$ cat src/hdl/apf_pkg.sv
package apf_pkg;
	// half bridges: A+, A-, B+, B-; two channels of two half bridges each
	localparam int HB_COUNT = 4;
	localparam int CH_COUNT = 2;
	// overload counter
	localparam int OVL_WIDTH = 6;
	localparam logic [5:0] OVL_MAX = 6'h3F;
	localparam logic [5:0] OVL_ZERO = 6'h00;
	// pulse injection every fourth frame
	localparam int INJECT_PERIOD = 4;
	localparam logic [1:0] INJECT_SLOT = 2'h0;
	// clip pulse width
	localparam int CLK_PERIOD_NS = 100;
	localparam int CLIP_PULSE_NS = 500;
	localparam int CLIP_PULSE_CYC = (CLIP_PULSE_NS + CLK_PERIOD_NS - 1)
		/ CLK_PERIOD_NS;
	localparam int CLIP_CNT_WIDTH = 4;
	// strap code values in kilohm
	localparam logic [7:0] STRAP_CB_0 = 8'h16;
	localparam logic [7:0] STRAP_CB_1 = 8'h18;
	localparam logic [7:0] STRAP_CB_2 = 8'h1B;
	localparam logic [7:0] STRAP_CB_3 = 8'h1E;
	localparam logic [7:0] STRAP_LT_0 = 8'h2F;
	localparam logic [7:0] STRAP_LT_1 = 8'h33;
	localparam logic [7:0] STRAP_LT_2 = 8'h38;
	localparam logic [7:0] STRAP_LT_3 = 8'h40;
	// threshold select codes: 0 = 16.3 A, 1 = 15.1 A, 2 = 13.5 A, 3 = 12.3 A
	localparam logic [1:0] THR_16A3 = 2'h0;
	localparam logic [1:0] THR_15A1 = 2'h1;
	localparam logic [1:0] THR_13A5 = 2'h2;
	localparam logic [1:0] THR_12A3 = 2'h3;
	localparam logic [1:0] THR_MIN = THR_12A3;
	// output configuration
	typedef enum logic [1:0] {
		APF_CFG_BRIDGE = 2'h0,
		APF_CFG_PARALLEL = 2'h1,
		APF_CFG_SINGLE = 2'h2
	} apf_cfg_t;
	// fault state machine
	typedef enum logic [2:0] {
		APF_ST_RESET = 3'h1,
		APF_ST_RUN = 3'h2,
		APF_ST_HALT = 3'h4
	} apf_state_t;
endpackage : apf_pkg

$ cat src/hdl/apf_strap_decode.sv
`timescale 1ns/100ps
`default_nettype none
module apf_strap_decode
	import apf_pkg::*;
(
	// strap value in kilohm
	input wire logic [7:0] strapValue,
	// decoded setting
	output logic perCycleMode,
	output logic [1:0] thresholdSel
);
	wire logic isCb0 = (strapValue == STRAP_CB_0);
	wire logic isCb1 = (strapValue == STRAP_CB_1);
	wire logic isCb2 = (strapValue == STRAP_CB_2);
	wire logic isCb3 = (strapValue == STRAP_CB_3);
	wire logic isLt0 = (strapValue == STRAP_LT_0);
	wire logic isLt1 = (strapValue == STRAP_LT_1);
	wire logic isLt2 = (strapValue == STRAP_LT_2);
	wire logic isLt3 = (strapValue == STRAP_LT_3);
	wire logic anyCb = isCb0 | isCb1 | isCb2 | isCb3;

	assign perCycleMode = anyCb;
	assign thresholdSel = (isCb0 | isLt0) ? THR_16A3 :
		(isCb1 | isLt1) ? THR_15A1 :
		(isCb2 | isLt2) ? THR_13A5 :
		(isCb3 | isLt3) ? THR_12A3 :
		THR_MIN;
endmodule : apf_strap_decode
`default_nettype wire

$ cat src/hdl/apf_clip_pulse.sv
`timescale 1ns/100ps
`default_nettype none
module apf_clip_pulse
	import apf_pkg::*;
#(
	parameter int PULSE_CYC = CLIP_PULSE_CYC
) (
	// clock and reset
	input wire logic sys_clk,
	input wire logic sys_rst,
	// clip level in
	input wire logic clipActive,
	// pulse out, high while indication asserted
	output logic clipIndicate
);
	logic clipSeen;
	logic [CLIP_CNT_WIDTH-1:0] pulseCount;
	wire logic onset = clipActive & ~clipSeen;
	wire logic counting = (pulseCount != '0);

	always_ff @(posedge sys_clk) begin
		if (sys_rst) begin
			clipSeen <= 1'b0;
			pulseCount <= '0;
		end else begin
			clipSeen <= clipActive;
			if (onset)
				pulseCount <= CLIP_CNT_WIDTH'(PULSE_CYC);
			else if (counting)
				pulseCount <= pulseCount - 1'b1;
		end
	end

	// narrow pulse at onset, then level while clipping persists; self clears
	assign clipIndicate = counting | (clipActive & clipSeen &
		(pulseCount == '0));
endmodule : apf_clip_pulse
`default_nettype wire

$ cat src/hdl/apf_protect.sv
// Overview of operation
// - alert low on any shutdown fault
// - warning low above 125 C
// - both pins active low open drain
// - two pins encode fault and warning status
// - reset low forces alert released high
// - overcurrent mode per-cycle limit or latched
// - per-bridge flip, cleared at next frame
// - counter up on event, down otherwise
// - counter maximum shuts channel until reset
// - latched mode shuts on first event
// - strap value selects mode and threshold
// - invalid strap gives minimum threshold
// - inject narrow pulse every fourth frame
// - clip shown on warning, self clearing
// - clip onset gives 500 ns pulses
// - bridge imbalance forces counter to maximum
// - no DC protection in parallel, single
// - fault sets outputs high impedance at once
// - heat shutdown latched until reset
`timescale 1ns/100ps
`default_nettype none
module apf_protect
	import apf_pkg::*;
#(
	parameter int OVL_BITS = OVL_WIDTH,
	parameter logic [OVL_WIDTH-1:0] OVL_LIMIT = OVL_MAX
) (
	// clock and reset
	input wire logic sys_clk,
	input wire logic sys_rst,
	// device reset pin, active low, asynchronous to sys_clk
	input wire logic deviceReset_n,
	// strap value in kilohm, sampled at reset release
	input wire logic [7:0] overcurrent_strap_resistor,
	input wire logic [1:0] outputConfig,
	// analog events from pins
	input wire logic frameStart,
	input wire logic [HB_COUNT-1:0] overcurrentEvent,
	input wire logic [CH_COUNT-1:0] dcImbalance,
	input wire logic heatWarnLevel,
	input wire logic heatShutLevel,
	input wire logic undervoltage_guard,
	input wire logic [CH_COUNT-1:0] clipDetect,
	// power stage control
	output logic [HB_COUNT-1:0] bridgeFlip,
	output logic [HB_COUNT-1:0] bridgeHiZ,
	output logic [HB_COUNT-1:0] injectPulse,
	output logic [1:0] thresholdSel,
	output logic perCycleMode,
	// status
	output logic overload_shutdown,
	output logic heat_shutdown,
	output logic heat_warning,
	// open drain pins
	output logic faultAlert_n_out,
	output logic faultAlert_n_oe,
	output logic clip_heat_warn_n_out,
	output logic clip_heat_warn_n_oe
);
	////////////////////////////////////////////////////////////////
	// input synchronisers
	localparam int SYNC_W = 6 + HB_COUNT + 2 * CH_COUNT;
	logic [SYNC_W-1:0] syncA;
	logic [SYNC_W-1:0] syncB;
	wire logic [SYNC_W-1:0] rawIn = {deviceReset_n, frameStart,
		heatWarnLevel, heatShutLevel, undervoltage_guard, 1'b0,
		overcurrentEvent, dcImbalance, clipDetect};

	always_ff @(posedge sys_clk) begin
		if (sys_rst) begin
			syncA <= '0;
			syncB <= '0;
		end else begin
			syncA <= rawIn;
			syncB <= syncA;
		end
	end

	wire logic rstPin_n = syncB[SYNC_W-1];
	wire logic frameLvl = syncB[SYNC_W-2];
	wire logic warnS = syncB[SYNC_W-3];
	wire logic shutS = syncB[SYNC_W-4];
	wire logic uvS = syncB[SYNC_W-5];
	wire logic [HB_COUNT-1:0] ocS = syncB[2*CH_COUNT+HB_COUNT-1:2*CH_COUNT];
	wire logic [CH_COUNT-1:0] dcS = syncB[2*CH_COUNT-1:CH_COUNT];
	wire logic [CH_COUNT-1:0] clipS = syncB[CH_COUNT-1:0];

	////////////////////////////////////////////////////////////////
	// frame edge, event edges, frame index
	// the frame index picks every fourth frame for pulse injection
	logic frameDly;
	logic [HB_COUNT-1:0] ocDly;
	logic [1:0] frameIdx;
	wire logic frameTick = frameLvl & ~frameDly;
	wire logic [HB_COUNT-1:0] ocTick = ocS & ~ocDly;

	always_ff @(posedge sys_clk) begin
		if (sys_rst) begin
			frameDly <= 1'b0;
			ocDly <= '0;
			frameIdx <= '0;
		end else begin
			frameDly <= frameLvl;
			ocDly <= ocS;
			if (frameTick)
				frameIdx <= frameIdx + 1'b1;
		end
	end

	////////////////////////////////////////////////////////////////
	// state machine: reset held, run, halted by heat shutdown
	apf_state_t state;
	apf_state_t next_state;
	logic heatLatch;
	wire logic running = (state == APF_ST_RUN);

	always_comb begin
		next_state = state;
		case (state)
			APF_ST_RESET: begin
				if (rstPin_n)
					next_state = APF_ST_RUN;
			end
			APF_ST_RUN: begin
				if (!rstPin_n)
					next_state = APF_ST_RESET;
				else if (heatLatch)
					next_state = APF_ST_HALT;
			end
			APF_ST_HALT: begin
				if (!rstPin_n)
					next_state = APF_ST_RESET;
			end
			default: next_state = APF_ST_RESET;
		endcase
	end

	// strap captured on the clock after reset release
	logic [7:0] strapHeld;
	logic [1:0] cfgHeld;
	wire logic capture = (state == APF_ST_RESET) & rstPin_n;

	always_ff @(posedge sys_clk) begin
		if (sys_rst) begin
			state <= APF_ST_RESET;
			heatLatch <= 1'b0;
			strapHeld <= 8'h00;
			cfgHeld <= 2'h0;
		end else begin
			state <= next_state;
			if (!rstPin_n)
				heatLatch <= 1'b0;
			else if (shutS)
				heatLatch <= 1'b1;
			if (capture) begin
				strapHeld <= overcurrent_strap_resistor;
				cfgHeld <= outputConfig;
			end
		end
	end

	wire logic decPerCycle;
	wire logic [1:0] decThr;

	apf_strap_decode u_strap (
		.strapValue(strapHeld),
		.perCycleMode(decPerCycle),
		.thresholdSel(decThr)
	);

	wire logic dcEnable = (cfgHeld == APF_CFG_BRIDGE);

	////////////////////////////////////////////////////////////////
	// per half bridge limiting and overload counters
	logic [HB_COUNT-1:0] flip;
	logic [OVL_BITS-1:0] ovlCount [HB_COUNT];
	logic [HB_COUNT-1:0] hadEvent;
	logic [CH_COUNT-1:0] chanDown;

	genvar g;
	generate
		for (g = 0; g < HB_COUNT; g++) begin : g_hb
			localparam int CH = g / 2;
			wire logic ev = ocTick[g] & running;
			wire logic atMax = (ovlCount[g] == OVL_LIMIT);
			wire logic atZero = (ovlCount[g] == '0);
			wire logic dcHit = dcEnable & dcS[CH] & running;
			always_ff @(posedge sys_clk) begin
				if (sys_rst || !rstPin_n) begin
					flip[g] <= 1'b0;
					ovlCount[g] <= '0;
					hadEvent[g] <= 1'b0;
				end else begin
					if (ev & decPerCycle)
						flip[g] <= 1'b1;
					else if (frameTick)
						flip[g] <= 1'b0;
					// count down only after a frame with no event in it
					if (dcHit)
						ovlCount[g] <= OVL_LIMIT;
					else if (ev & decPerCycle & !atMax)
						ovlCount[g] <= ovlCount[g] + 1'b1;
					else if (frameTick & !hadEvent[g] & !atZero &
						!atMax)
						ovlCount[g] <= ovlCount[g] - 1'b1;
					if (ev)
						hadEvent[g] <= 1'b1;
					else if (frameTick)
						hadEvent[g] <= 1'b0;
				end
			end
		end
	endgenerate

	// channel shutdown latches
	generate
		for (g = 0; g < CH_COUNT; g++) begin : g_ch
			wire logic cntMax = (ovlCount[2*g] == OVL_LIMIT) |
				(ovlCount[2*g+1] == OVL_LIMIT);
			wire logic latchHit = !decPerCycle & running &
				(ocTick[2*g] | ocTick[2*g+1]);
			always_ff @(posedge sys_clk) begin
				// a held device reset wins over an event in the same cycle
				if (sys_rst || !rstPin_n)
					chanDown[g] <= 1'b0;
				else if (cntMax | latchHit)
					chanDown[g] <= 1'b1;
			end
		end
	endgenerate

	////////////////////////////////////////////////////////////////
	// outputs
	logic [CH_COUNT-1:0] clipActiveInd;
	wire logic globalOff = !running | heatLatch | uvS;
	wire logic [HB_COUNT-1:0] hbDown = {{2{chanDown[1]}}, {2{chanDown[0]}}};
	wire logic [HB_COUNT-1:0] offHb = hbDown | {HB_COUNT{globalOff}};
	wire logic anyFault = heatLatch | uvS | (|chanDown);
	wire logic warnClip = warnS | (|clipActiveInd);
	wire logic injectFrame = frameTick & (frameIdx == INJECT_SLOT);
	// half bridges that sit in clipping or in per-cycle limiting
	wire logic [HB_COUNT-1:0] clipHb = {{2{clipS[1]}}, {2{clipS[0]}}};
	wire logic [HB_COUNT-1:0] limitHb = flip & {HB_COUNT{decPerCycle}};
	wire logic [HB_COUNT-1:0] injectWant = {HB_COUNT{injectFrame}} &
		~offHb & (clipHb | limitHb);

	generate
		for (g = 0; g < CH_COUNT; g++) begin : g_clip
			apf_clip_pulse u_clip (
				.sys_clk(sys_clk),
				.sys_rst(sys_rst),
				.clipActive(clipS[g] & running),
				.clipIndicate(clipActiveInd[g])
			);
		end
	endgenerate

	// power stage drive
	always_ff @(posedge sys_clk) begin
		if (sys_rst) begin
			bridgeFlip <= '0;
			bridgeHiZ <= '1;
			injectPulse <= '0;
		end else begin
			bridgeFlip <= flip & ~hbDown;
			bridgeHiZ <= offHb;
			injectPulse <= injectWant;
		end
	end

	// mode, status and pin drive
	always_ff @(posedge sys_clk) begin
		if (sys_rst) begin
			thresholdSel <= THR_MIN;
			perCycleMode <= 1'b0;
			overload_shutdown <= 1'b0;
			heat_shutdown <= 1'b0;
			heat_warning <= 1'b0;
			faultAlert_n_oe <= 1'b0;
			clip_heat_warn_n_oe <= 1'b0;
		end else begin
			thresholdSel <= decThr;
			perCycleMode <= decPerCycle;
			overload_shutdown <= |chanDown;
			heat_shutdown <= heatLatch;
			heat_warning <= warnS;
			faultAlert_n_oe <= rstPin_n & anyFault;
			clip_heat_warn_n_oe <= warnClip;
		end
	end

	// open drain: only ever pull low, pull-up is the pin's own
	assign faultAlert_n_out = 1'b0;
	assign clip_heat_warn_n_out = 1'b0;
endmodule : apf_protect
`default_nettype wire

$ cat config.mk
export PLATFORM = sky130hd
export DESIGN_NAME = apf_protect
export DESIGN_NICKNAME = d
export VERILOG_FILES = /design/src/hdl/apf_pkg.sv /design/src/hdl/apf_strap_decode.sv /design/src/hdl/apf_clip_pulse.sv /design/src/hdl/apf_protect.sv
export SDC_FILE = /design/constraint.sdc
export NUM_CORES = 1
export LEC_CHECK = 0
export ABC_AREA = 1
export BUFFER_PORTS_ARGS = -buffer_cell sky130_fd_sc_hd__buf_4
export CAP_MARGIN = 15
export CORE_MARGIN = 5
export CORE_UTILIZATION = 50
export CTS_CLUSTER_SIZE = 10
export DETAILED_ROUTE_END_ITERATION = 7
export PLACE_DENSITY = 0.78
export SLEW_MARGIN = 20
export SYNTH_ARGS = -nofsm -noshare
export SYNTH_HDL_FRONTEND = slang
export SYNTH_SLANG_ARGS = --single-unit
$ cat constraint.sdc
create_clock -name sys_clk -period 2.6 [get_ports sys_clk]
set_input_delay 0 -clock sys_clk [delete_from_list [all_inputs] [get_ports sys_clk]]
set_output_delay 0 -clock sys_clk [all_outputs]
set_load 0.05 [all_outputs]
==> results of run 1 <==
-- critical path, delay by kind of cell (launching register included) --
kind / cells / cell delay, ns
and+or+nand+nor: 10 / 1.14
adders and majority gates: 1 / 0.24
DFF: 1 / 0.46
-- synthesized netlist by cell type (4+ instances only) --
master    count  share of area, %
nor2_1       96               7.1
inv_1        93               6.9
dfxtp_1      85                33
nand2_1      77               5.7
nand3_1      61               6.0
xor2_1       35               6.0
a21oi_1      34               3.3
edfxtp_1     24                14
o21ai_0      17               1.7
ha_1         15               3.7
nor3_1       15               1.5
clkbuf_1     12              0.89
nand4_1       9               1.1
a31oi_1       5              0.62
nand3b_1      5              0.74
buf_4         4              0.59
inv_2         4              0.30
nor2_2        4              0.49
nor3_4        4               1.3
-- kinds of logic after synthesis --
family | Yosys count | synth area share (%)
muxes | 1 | 0.197
adders and majority gates | 15 | 3.69
buffers and inverters | 119 | 9.16
AOI/OAI and AO/OA | 63 | 6.75
and+or+nand+nor | 285 | 26.4
xor gates and xnor gates | 35 | 6.03
DFF | 109 | 47.7
other | 1 | 0.0738
-- area by class of cell --
type                       instances  area [um^2]
clock buffer                       9          124
clock inverter                     7         86.3
fill                             870         3870
inverter                          99          374
multi-input combinational        401         2200
sequential                       109         2420
tap                              133          166
timing repair buffer              70          583
-- worst max-delay path by stage --
stage                                              end                          from  slack, ns  cells after the start
after floorplan               ovlCount[1][0]$_DFFE_PP_      ovlCount[1][1]$_DFFE_PP_       0.82                      6
after global placement    ovlCount[2][3]$_SDFFCE_PN0P_  ovlCount[2][1]$_SDFFCE_PN0P_       0.63                     11
after detailed placement      ovlCount[1][3]$_DFFE_PP_      ovlCount[1][1]$_DFFE_PP_       0.55                      6
after CTS                     ovlCount[1][5]$_DFFE_PP_      ovlCount[1][1]$_DFFE_PP_       0.53                      6
after global routing      ovlCount[2][3]$_SDFFCE_PN0P_  ovlCount[2][1]$_SDFFCE_PN0P_       0.34                     11
final                     ovlCount[2][3]$_SDFFCE_PN0P_  ovlCount[2][1]$_SDFFCE_PN0P_       0.54                     11
-- routing by layer --
layer	vias to the layer above	track usage [%]	share of wire, %
met5	-	0	0
met4	0	4.76	1.6
met3	17	3.88	4.3
met2	89	30.6	49
met1	1932	23.1	45
li1	2127	-	-
-- sequential cells by signal, indices dropped and copies added, names as in the netlist, 2 cells and up --
register                  count
g_clip.u_clip.pulseCount      8
state                         3
syncA                        13
bridgeFlip                    4
hadEvent                      4
frameIdx                      2
g_clip.u_clip.clipSeen        2
chanDown                      2
flip                          4
syncB                        13
strapHeld                     8
ovlCount                     24
injectPulse                   4
thresholdSel                  2
bridgeHiZ                     2
ocDly                         4
cfgHeld                       2
-- stage by stage --
step	hold WS, ns	utilization [%]	power [mW]
after floorplan	0.105	-	2.26
after detailed placement	0.207	56.1	2.37
after global routing	0.0633	60.6	3.56
after CTS	0.0447	60.6	3.43
after global placement	0.200	56.1	2.34
final	0.0511	60.6	3.40
-- where the power goes --
group	switching, mW	leakage [nW]	internal [mW]
clock	0.651	0.105	0.391
combinational	0.288	1.59	0.208
sequential	0.0474	0.983	1.82
==> results, run 1 <==
- The run finished with clean final reports.
- The worst setup path is launched from a flop.
- Post-CTS repair changed the size of 0 cells.
- The share of post-route cells with drive strength above 1 is between 10% and 20%.
- The cell at the root of the clock tree is clkbuf_8.
- The count of unresolved DRC violations after routing is 0.
- For the worst setup path, the data required time is 2.74 ns.
- For this design, the CTS-stage hold fixing added 23 buffers.
- Across all register-to-register paths, the minimum setup slack is 0.54 ns.
- The delay of the slowest cell on the worst path is ~0.46 ns.
- The count of nets left with antenna violations once routing finished came out at 0.
- The max-cap violation count is 0.
- Once routing completed, OpenROAD measured the worst setup slack at 0.536 ns.
- The max-slew violation count came to 0.
- The net count of the finished layout is 730.
- The hold path endpoint is syncA[2]$_SDFF_PP0_.
- The share of the Yosys chip area taken by registers is 47.7%.
- Leaving out fill and tap cells, the most frequent cells in the layout are 96 x nor2_1, 93 x inv_1, 85 x dfxtp_1.
- The via count of the first global-routing pass is slightly above 4,000.
- The post-synthesis instance area is ~5100 um^2.
- The worst hold path passes through 2 cells.
- At the placement stage, the worst setup path has a slack of 0.554 ns.
- The total congestion overflow is 0.
- The number of post-CTS setup repair buffers is 0.
- The number of failing hold endpoints at the final stage is 0.
- The number of buffers added by the clock tree synthesis step is 9.
- The congestion estimate from routability-driven global placement came to 0.846.
- The count of buffers from port buffering is 44.
- The number of cells produced by synthesis is 628.
- The number of synthesized flops with an enable pin is 24.
- The depth of the worst register-to-register path is 11.
- The placeable core region is 9820 um^2.
- Setup repair after global routing left no endpoint under its margin.
- The register clock-pin slew on the reported worst setup and hold paths is 0.12 ns.
- The worst-skew pair later-pin latency is 0.38 ns.
- The endpoint of the lowest-slack register-to-register path is ovlCount[2][3]$_SDFFCE_PN0P_.
- The signed area change from the synthesized netlist to the final layout is 17.2%.
- The count of placed standard cells including taps is approximately 800.
- The floorplan has 36 rows.
- The critical path class is reg2reg.
- For the pin with the worst max-slew slack, the measured transition is ~0.67 ns.
- In this run, synthesis produced a sequential element count of 109.
- STA puts the critical path data arrival time at about 2.2 ns.
- The number of antenna diodes in the final layout is 0.
- During synthesis, Yosys emitted a total of 0 warnings.
- The average instance area after synthesis is 8.09 um^2.
- The first-pass GRT wire length is roughly 19,000 um.
- The post-detailed-route wirelength per cell is 13.0 um.
- The routed design has 10,800 um of wire.
- The horizontal die dimension is 111 um.
- In this run the cell area measured after placement is 5510 um^2.
- The number of antenna violations at the first check in global routing is 0.
- Summed over all cells, the static leakage comes to 2.68 nW.
- The buffer depth of the longest clock path is 2.
- The largest net degree at the start of global routing is 50.
- The commonest register cell after synthesis is dfxtp_1.
- The number of H-tree branching levels is 3.
- The number of design-rule violations left by the first detailed-router iteration is roughly 190.
- The die is roughly 110 um tall.
- The portion of the clock cycle consumed by the worst path in the final layout is 79.4%.
- The largest voltage drop on the vdd net is about 380 uV.
- The worst-case clock skew is 0.0107 ns.
- The accumulated negative setup slack is 0 ns.
- Along the worst path, the maximum fanout reaches 6.
- STA classifies the critical path endpoint as a flop.
- The leading cell type in the layout, fill and taps excluded is nor2_1.
- The finished cells cover roughly 6000 um^2.
- TritonCTS built the clock tree.
- The first TritonRoute pass finished after 5 iterations.
- The worst pin sits at a relative slew slack of 55.1%.
- Dividing the detail-routed via count by the number of cells gives 5.03.
- The total number of vias is 4,165.
- On the critical path, the stage with the largest delay is an instance of edfxtp_1.
- The die covers 12,300 um^2.
- The wire-length estimate of the detail-placed layout is 7590 um.
- The async set-reset flop share out of synthesis is 0%.
- The classification of the worst-slack hold path is in2reg.
- Global routing consumed, over all layers together, between 10% and 20% of the routing resources.
- The final number of setup-violating endpoints is 0.
- Counting every sink on the clock net gives approximately 110.
- The finished layout holds 828 standard cells, fillers aside.
- Pin placement for this block handled 47 I/O pins.
- The startpoint identified for the worst register-to-register timing path is ovlCount[2][1]$_SDFFCE_PN0P_.
- Yosys mapped the design onto 40 distinct sky130hd cell types.
- Walking the worst path, the cells encountered are ha_1 > nand3_1 > nor2_1 > nand2_1 > nand3_1 > nor2_2 > nand2_2 > nand2_1 > nand2_1 > nor2_1 > nor2_1.
- Static timing analysis puts the maximum clock frequency at 0.484 GHz.
- The cell area power density is 571 nW/um^2.
- The worst path in the final design needs a cycle of between 2 and 2.5 ns, including I/O delays and setup.
- The initial core utilization is 51.7%.
- In this run the most critical hold path is launched from sys_rst.
(Power assumes the default switching activity.)
==> inputs of run 2 (changes only) <==
==> constraint.sdc (replaced) <==
create_clock -name sys_clk -period 2 [get_ports sys_clk]
set_input_delay 0 -clock sys_clk [delete_from_list [all_inputs] [get_ports sys_clk]]
set_output_delay 0 -clock sys_clk [all_outputs]
set_load 0.05 [all_outputs]
==> results, run 2 (synthesis gave the netlist of run 1 again) <==
- The count of buffers from port buffering came to 44 (unchanged).
- The largest voltage drop on the vdd net came to 556 uV (+45%).
- The count of unresolved DRC violations after routing is 0 (unchanged).
- The worst-skew pair later-pin latency is 0.39 ns (about the same).
- The library cell used most frequently in the layout, excluding fill and tap cells, is nor2_1.
- The footprint of the multi-input gates is 2230 um^2 (+1.7%).
- The final critical delay including setup and external delays came to 1.88 ns (-0.187 ns).
- The number of fill cells is 852 (-2.1%).
- The number of antenna violations at the first check in global routing was 0 (unchanged).
- The critical path capture point type is a flop.
- The detailed placer's ending HPWL is 7970 um (+5.0%).
- The startpoint of the tightest hold check path is dcImbalance[1].
- The signed area change from the synthesized netlist to the final layout is 20.6%.
- The post-detailed-routing wire length is 11,000 um (+2.5%).
- The switching share of total power is 29.5% (+0.48 points).
- The flip-flop count of the largest register, all copies and words added is 24 (unchanged).
- The remaining antenna violation count is 0 (unchanged).
- The largest net degree at the start of global routing is 28 (-44%).
- The nature of the critical path startpoint is a flop.
- The total number of vias came to 4,151 (-0.34%).
- The maximum fanout count along the critical path is 6 (unchanged).
- The number of H-tree branching levels came to 3 (unchanged).
- The share of post-route cells with drive strength above 1 came to 16.2% (+3.2 points).
- The total number of placement rows is 36 (unchanged).
- The depth of the worst register-to-register path is 11 (unchanged).
- The net count of the finished layout is 747 (+2.3%).
- The total design power is 4.49 mW (+32%).
- The transition time at the pin with the least slew margin is 0.546 ns (-0.127 ns).
- The max-slew violation count is 0 (unchanged).
- The antenna diode instance count is 0 (unchanged).
- The post-detailed-route wirelength per cell is 13.0 um (+0.44%).
- The sequential cell area in the final layout is 2420 um^2 (unchanged).
- The worst slew margin relative to its limit came to 63.6% (+8.5 points).
- The clock network fraction of design power came to 31.0% (+0.4 points).
- The horizontal die dimension is 111 um (unchanged).
- The sequential share of power is 53.9% (-0.9 points).
- The net switching power figure is 1.32 mW (+34%).
- The critical path required time is 2.14 ns (-0.60 ns).
- The run finished with clean final reports.
- The worst-case clock skew is 0.0200 ns (+0.00930 ns).
- The max-cap violation count came to 0 (unchanged).
- The register clock-pin slew on the reported worst setup and hold paths is 0.13 ns (about the same).
- The total congestion overflow was 0 (unchanged).
- The min-delay analysis places its worst path in the category in2reg.
- The internal power came to 3.17 mW (+31%).
- In the layout the commonest cells are 95 x nor2_1, 92 x inv_1, 85 x dfxtp_1.
- The placeable core region is 9820 um^2 (unchanged).
- The endpoint of the lowest-slack register-to-register path is ovlCount[2][3]$_SDFFCE_PN0P_.
- The path with the worst hold slack has its endpoint at syncA[3]$_SDFF_PP0_.
- The cell area power density came to 733 nW/um^2 (+28%).
- The critical path class is reg2reg.
- The floorplan die height is 111 um (unchanged).
- The signal arrival time at the worst endpoint came to 2.02 ns (-0.19 ns).
- The number of design-rule violations left by the first detailed-router iteration is 225 (+20%).
- The area enclosed by the die boundary is 12,300 um^2 (unchanged).
- The overall fraction of global-route tracks in use is 18.3% (+0.37 points).
- The buffer depth of the longest clock path is 2 (unchanged).
- The worst setup slack for register-to-register paths is 0.12 ns (-0.41 ns).
- In this run the clock root is driven by a clkbuf_8.
- The hold-critical path depth is 4 (+2).
- The via count of the first global-routing pass is 4,202 (+3.3%).
- In this run the critical register-to-register path is launched from ovlCount[2][0]$_SDFFCE_PN0P_.
- The boundary pin count is 47 (unchanged).
- The largest registers in the layout are ovlCount: 24 flops, syncA: 13 flops, syncB: 13 flops.
- TritonCTS built the clock tree.
- The global placement routability congestion is 0.937 (+11%).
- The register bank with the most flops is ovlCount.
- The portion of the clock cycle consumed by the worst path in the final layout was 93.9% (+14 points).
- The vias per cell was 4.91 (-2.3%).
- The highest clock frequency the design can meet came to 0.533 GHz (+9.9%).
- The combinational cell fraction of total power is 15.2% (+0.6 points).
- The number of clock sinks came to 109 (unchanged).
- The initial core utilization came to 51.7% (unchanged).
- The standby leakage power was 2.77 nW (+3.4%).
- The length of the first detailed-routing pass in iterations is 4 (-1).
- The core utilization of the finished layout is 62.4% (+1.8 points).
- The final number of setup-violating endpoints came to 0 (unchanged).
- The first-pass GRT wire length was 18,800 um (+1.6%).
- The number of failing hold endpoints at the final stage was 0 (unchanged).
- The number of buffers added by the clock tree synthesis step is 9 (unchanged).
## run 2: cell count changes in the layout (fill, tap and decap cells not counted), moves of 2 or more
cell / delta
nor3_1: -2
nor3_2: +2
nand2_1: -2
buf_4: +16
clkinv_4: -2
nand2_2: +2
## run 2: final cells by class
class / instances / area share, %
tap: 133 / 2.72
clock buffer: 9 / 2.02
multi-input combinational: 401 / 36.4
clock inverter: 7 / 1.53
inverter: 99 / 6.11
sequential: 109 / 39.5
timing repair buffer: 87 / 11.6
## run 2: layer usage
layer  track usage (%)  routed length, um  vias to the layer above
met5                 0                  0                        -
met2              32.1               5440                       75
li1                  -                  -                     2154
met4              4.76                138                        0
met3              4.53                482                       13
met1              22.4               4960                     1909
## run 2: power groups by stage
stage	registers (mW)	logic (mW)	clock network [mW]
finish	2.42	0.680	1.39
floorplan	2.49	0.446	0
CTS	2.42	0.674	1.42
global route	2.43	0.767	1.52
global placement	2.46	0.586	0
detailed placement	2.47	0.634	0
## run 2: worst max-delay path by stage
stage | start | end | slack [ns] | cells past startpoint
final | ovlCount[2][0]$_SDFFCE_PN0P_ | ovlCount[2][3]$_SDFFCE_PN0P_ | 0.12 | 11
after global routing | ovlCount[2][0]$_SDFFCE_PN0P_ | ovlCount[2][3]$_SDFFCE_PN0P_ | -0.01 | 11
after CTS | state[1]$_SDFFE_PP0P_ | ovlCount[1][5]$_DFFE_PP_ | 0.01 | 8
after detailed placement | state[1]$_SDFFE_PP0P_ | ovlCount[1][5]$_DFFE_PP_ | 0.03 | 8
after global placement | state[1]$_SDFFE_PP0P_ | ovlCount[1][0]$_DFFE_PP_ | 0.16 | 8
after floorplan | ovlCount[1][1]$_DFFE_PP_ | ovlCount[1][0]$_DFFE_PP_ | 0.22 | 6
## run 2: critical path, stage by stage (launching register included)
cell,delay [ns]
edfxtp_1,0.44
ha_2,0.23
nand3_1,0.13
nor2_1,0.06
nand2_1,0.10
nand3_2,0.12
nor2_4,0.21
nand2_2,0.11
nand2_1,0.08
nand2_1,0.05
nor2_1,0.08
nor2_1,0.04
## run 2: timing repair
| item | in CTS | in global routing |
|---|---|---|
| endpoints found under the hold margin | 41 | 0 |
| resized for setup | 0 | 10 |
| buffers inserted | 0 | 4 |
| setup endpoints to repair | 0 | 47 |
| hold buffers | 24 | 0 |
## run 2: per-stage QoR
stage	setup TNS, ns	setup WS (ns)	instance area (um^2)	hold slack (ns)	instances
after floorplan	0	0.216	5080	0.105	629
after global placement	0	0.159	5600	0.202	801
after detailed placement	0	0.0338	5600	0.208	801
after CTS	0	0.0116	6060	0.335	841
after global routing	-0.0112	-0.0112	6130	0.348	845
final	0	0.122	6130	0.344	845
==> inputs of run 3 (changes only) <==
--- a/config.mk
+++ b/config.mk
@@ -13,6 +13,7 @@
 export CTS_CLUSTER_SIZE = 10
 export DETAILED_ROUTE_END_ITERATION = 7
 export PLACE_DENSITY = 0.78
+export SETUP_SLACK_MARGIN = 0.2
 export SLEW_MARGIN = 20
 export SYNTH_ARGS = -nofsm -noshare
 export SYNTH_HDL_FRONTEND = slang
==> results, run 3 (synthesis gave the netlist of run 1 again) <==
- The run finished with clean final reports.
- The clock tree from TritonCTS is done.
- The global placement routability congestion is 0.937 (unchanged).
- The count of buffers from port buffering is 44 (unchanged).
- The number of antenna violations at the first check in global routing came to 0 (unchanged).
- The highest clock frequency the design can meet was 0.559 GHz (+5.0%).
- The largest voltage drop on the vdd net was 558 uV (+0.31%).
- The floorplan die height is 111 um (unchanged).
- ovlCount holds more flip-flops than any other register.
- The switching share of total power is 29.9% (+0.38 points).
- The total buffers and inverters traversed by the critical path is 0 (unchanged).
- The hold-critical path depth was 4 (unchanged).
- The boundary pin count is 47 (unchanged).
- The max-cap violation count was 0 (unchanged).
- The worst setup path is captured at a flop.
- The detailed placer's ending HPWL is 7970 um (unchanged).
- The worst slew margin relative to its limit is 62.8% (-0.77 points).
- The horizontal die dimension was 111 um (unchanged).
- The via count of the first global-routing pass is 4,307 (+2.5%).
- The cell area after layout was 6420 um^2 (+4.8%).
- The depth of the worst register-to-register path is 11 (unchanged).
- The initial core utilization is 51.7% (unchanged).
- The overall fraction of global-route tracks in use is 18.7% (+0.39 points).
- The combinational cell fraction of total power is 15.6% (+0.4 points).
- The final number of setup-violating endpoints was 0 (unchanged).
- The startpoint of the tightest hold check path is dcImbalance[1].
- The number of H-tree branching levels is 3 (unchanged).
- The antenna diode instance count is 0 (unchanged).
- The post-detailed-route wirelength per cell was 13.6 um (+4.2%).
- The signal arrival time at the worst endpoint is 1.94 ns (-0.08 ns).
- The placeable core region is 9820 um^2 (unchanged).
- Leaving out fill and tap cells, the most frequent cell in the layout is nor2_1.
- Compared with the post-synthesis result, the final layout area differs by 26.4%.
- The post-detailed-routing wire length is 11,800 um (+7.0%).
- Grouping stages by cell kind, the critical path spends the most delay in simple AND/OR/NAND/NOR gates.
- The max-slew violation count came to 0 (unchanged).
- The portion of the clock cycle consumed by the worst path in the final layout is 89.4% (-4.5 points).
- The min-delay analysis places its worst path in the category in2reg.
- The net count of the finished layout is 769 (+2.9%).
- In the layout the commonest cells are 90 x nor2_1, 87 x inv_1, 82 x dfxtp_1, 82 x buf_4, 70 x nand2_1.
- The total congestion overflow was 0 (unchanged).
- The final cell count without fillers was 867 (+2.6%).
- The footprint of the multi-input gates is 2350 um^2 (+5.4%).
- The path with the worst hold slack has its endpoint at syncA[3]$_SDFF_PP0_.
- The sequential cell area in the final layout is 2430 um^2 (+0.16%).
- The sequential share of power is 53.4% (-0.5 points).
- The startpoint identified for the worst register-to-register timing path is ovlCount[2][1]$_SDFFCE_PN0P_.
- The remaining antenna violation count is 0 (unchanged).
- The flip-flop count of the largest register, all copies and words added is 24 (unchanged).
- The worst-case clock skew is 0.0203 ns (+0.000270 ns).
- The delay of the slowest cell on the worst path was 0.43 ns (about the same).
- The total number of vias is 4,363 (+5.1%).
- By instance count, the cell type seen most on the critical path is nand2_1.
- The share of post-route cells with drive strength above 1 is 22.6% (+6.5 points).
- The total number of placement rows is 36 (unchanged).
- Setup repair after global routing could not meet its margin everywhere.
- The standby leakage power is 2.91 nW (+5.0%).
- The cell area power density was 705 nW/um^2 (-3.8%).
- The largest net degree at the start of global routing is 28 (unchanged).
- The buffer depth of the longest clock path is 2 (unchanged).
- The number of buffers added by the clock tree synthesis step is 9 (unchanged).
- The clock network fraction of design power was 31.0% (about the same).
- The final critical delay including setup and external delays is 1.79 ns (-0.0895 ns).
- The endpoint identified for the worst register-to-register timing path is ovlCount[2][3]$_SDFFCE_PN0P_.
- The critical path is of the reg2reg type.
- The count of placed standard cells including taps is 801 (unchanged).
- Walking the worst path, the cells encountered are ha_2 > nand3_2 > nor2_1 > nand2_1 > nand3_2 > nor2_4 > nand2_4 > nand2_1 > nand2_1 > nor2_2 > nor2_1.
- The library cell contributing the largest single delay on the critical path is edfxtp_1.
- The nature of the critical path startpoint is a flop.
- The number of fill cells came to 807 (-5.3%).
- The worst-skew pair later-pin latency came to 0.40 ns (about the same).
- The placed instance area is 5600 um^2 (unchanged).
- The net switching power figure is 1.35 mW (+2.1%).
- The transition time at the pin with the least slew margin came to 0.557 ns (+0.0115 ns).
- The number of failing hold endpoints at the final stage was 0 (unchanged).
- The area enclosed by the die boundary came to 12,300 um^2 (unchanged).
- The length of the first detailed-routing pass in iterations came to 7 (+3).
- The number of design-rule violations left by the first detailed-router iteration was 233 (+3.6%).
- In the final layout, the registers with the most flip-flops are ovlCount: 24 flops, syncA: 13 flops, syncB: 13 flops.
- The internal power is 3.18 mW (+0.32%).
- The critical path required time is 2.15 ns (about the same).
- The first-pass GRT wire length is 19,200 um (+2.1%).
- The worst setup slack for register-to-register paths is 0.21 ns (+0.09 ns).
- The register clock-pin slew on the reported worst setup and hold paths is 0.13 ns (about the same).
- The number of clock sinks is 109 (unchanged).
- The cell at the root of the clock tree is clkbuf_8.
- The maximum fanout count along the critical path is 5 (-1).
- The accumulated negative setup slack came to 0 ns (unchanged).
- The vias per cell came to 5.03 (+2.4%).
- The count of unresolved DRC violations after routing is 0 (unchanged).
## run 3: worst register-to-register path: cells and delay by family, from the launching register on
kind                     cells  cell delay (ns)
adder cells (fa/ha/maj)      1             0.22
flip-flops                   1             0.43
AND/OR/NAND/NOR             10             0.92
## run 3: power by group through the flow
stage          registers, mW  clock network, mW  logic, mW
3_5_place_dp            2.47                  0      0.634
4_1_cts                 2.42               1.42      0.682
2_1_floorplan           2.49                  0      0.446
3_3_place_gp            2.46                  0      0.586
5_1_grt                 2.43               1.52      0.791
6_report                2.42               1.40      0.705
## run 3: worst max-delay path by stage
stage          depth (start not counted)                           end                         start  slack, ns
2_1_floorplan                          6      ovlCount[1][0]$_DFFE_PP_      ovlCount[1][1]$_DFFE_PP_       0.22
3_3_place_gp                           8      ovlCount[1][0]$_DFFE_PP_         state[1]$_SDFFE_PP0P_       0.16
3_5_place_dp                           8      ovlCount[1][5]$_DFFE_PP_         state[1]$_SDFFE_PP0P_       0.03
4_1_cts                                8      ovlCount[1][5]$_DFFE_PP_         state[1]$_SDFFE_PP0P_       0.21
5_1_grt                               11  ovlCount[2][2]$_SDFFCE_PN0P_  ovlCount[2][1]$_SDFFCE_PN0P_       0.12
6_report                              11  ovlCount[2][3]$_SDFFCE_PN0P_  ovlCount[2][1]$_SDFFCE_PN0P_       0.21
## run 3: stage by stage
stage               total power [mW]  setup slack, ns  hold slack (ns)  utilization, %
detailed placement              3.10           0.0338            0.208            57.0
floorplan                       2.93            0.216            0.105               -
finish                          4.53            0.212            0.338            65.4
global route                    4.74            0.118            0.348            65.4
CTS                             4.52            0.209            0.335            62.6
global placement                3.05            0.159            0.202            57.0
## run 3: what timing repair did
action / CTS / global route
cloned: 0 / 1
endpoints found under the setup margin: 42 / 57
endpoints found under the hold margin: 41 / 0
pin swaps: 1 / 13
setup buffers: 6 / 19
hold buffers: 24 / 0
gates resized for setup: 10 / 40
## run 3: layout make-up
cell class / count / share of cell area (%)
inverter: 99 / 5.92
sequential: 109 / 37.8
clock buffer: 9 / 1.93
multi-input combinational: 402 / 36.6
timing repair buffer: 108 / 13.7
clock inverter: 7 / 1.46
tap: 133 / 2.59
## run 3: layer usage
metal,share of wire (%),wire length (um),track usage (%)
met3,4.8,565,4.59
met2,49,5820,32.9
met1,43,5120,22.6
met4,2.4,278,5.42
met5,0,0,0
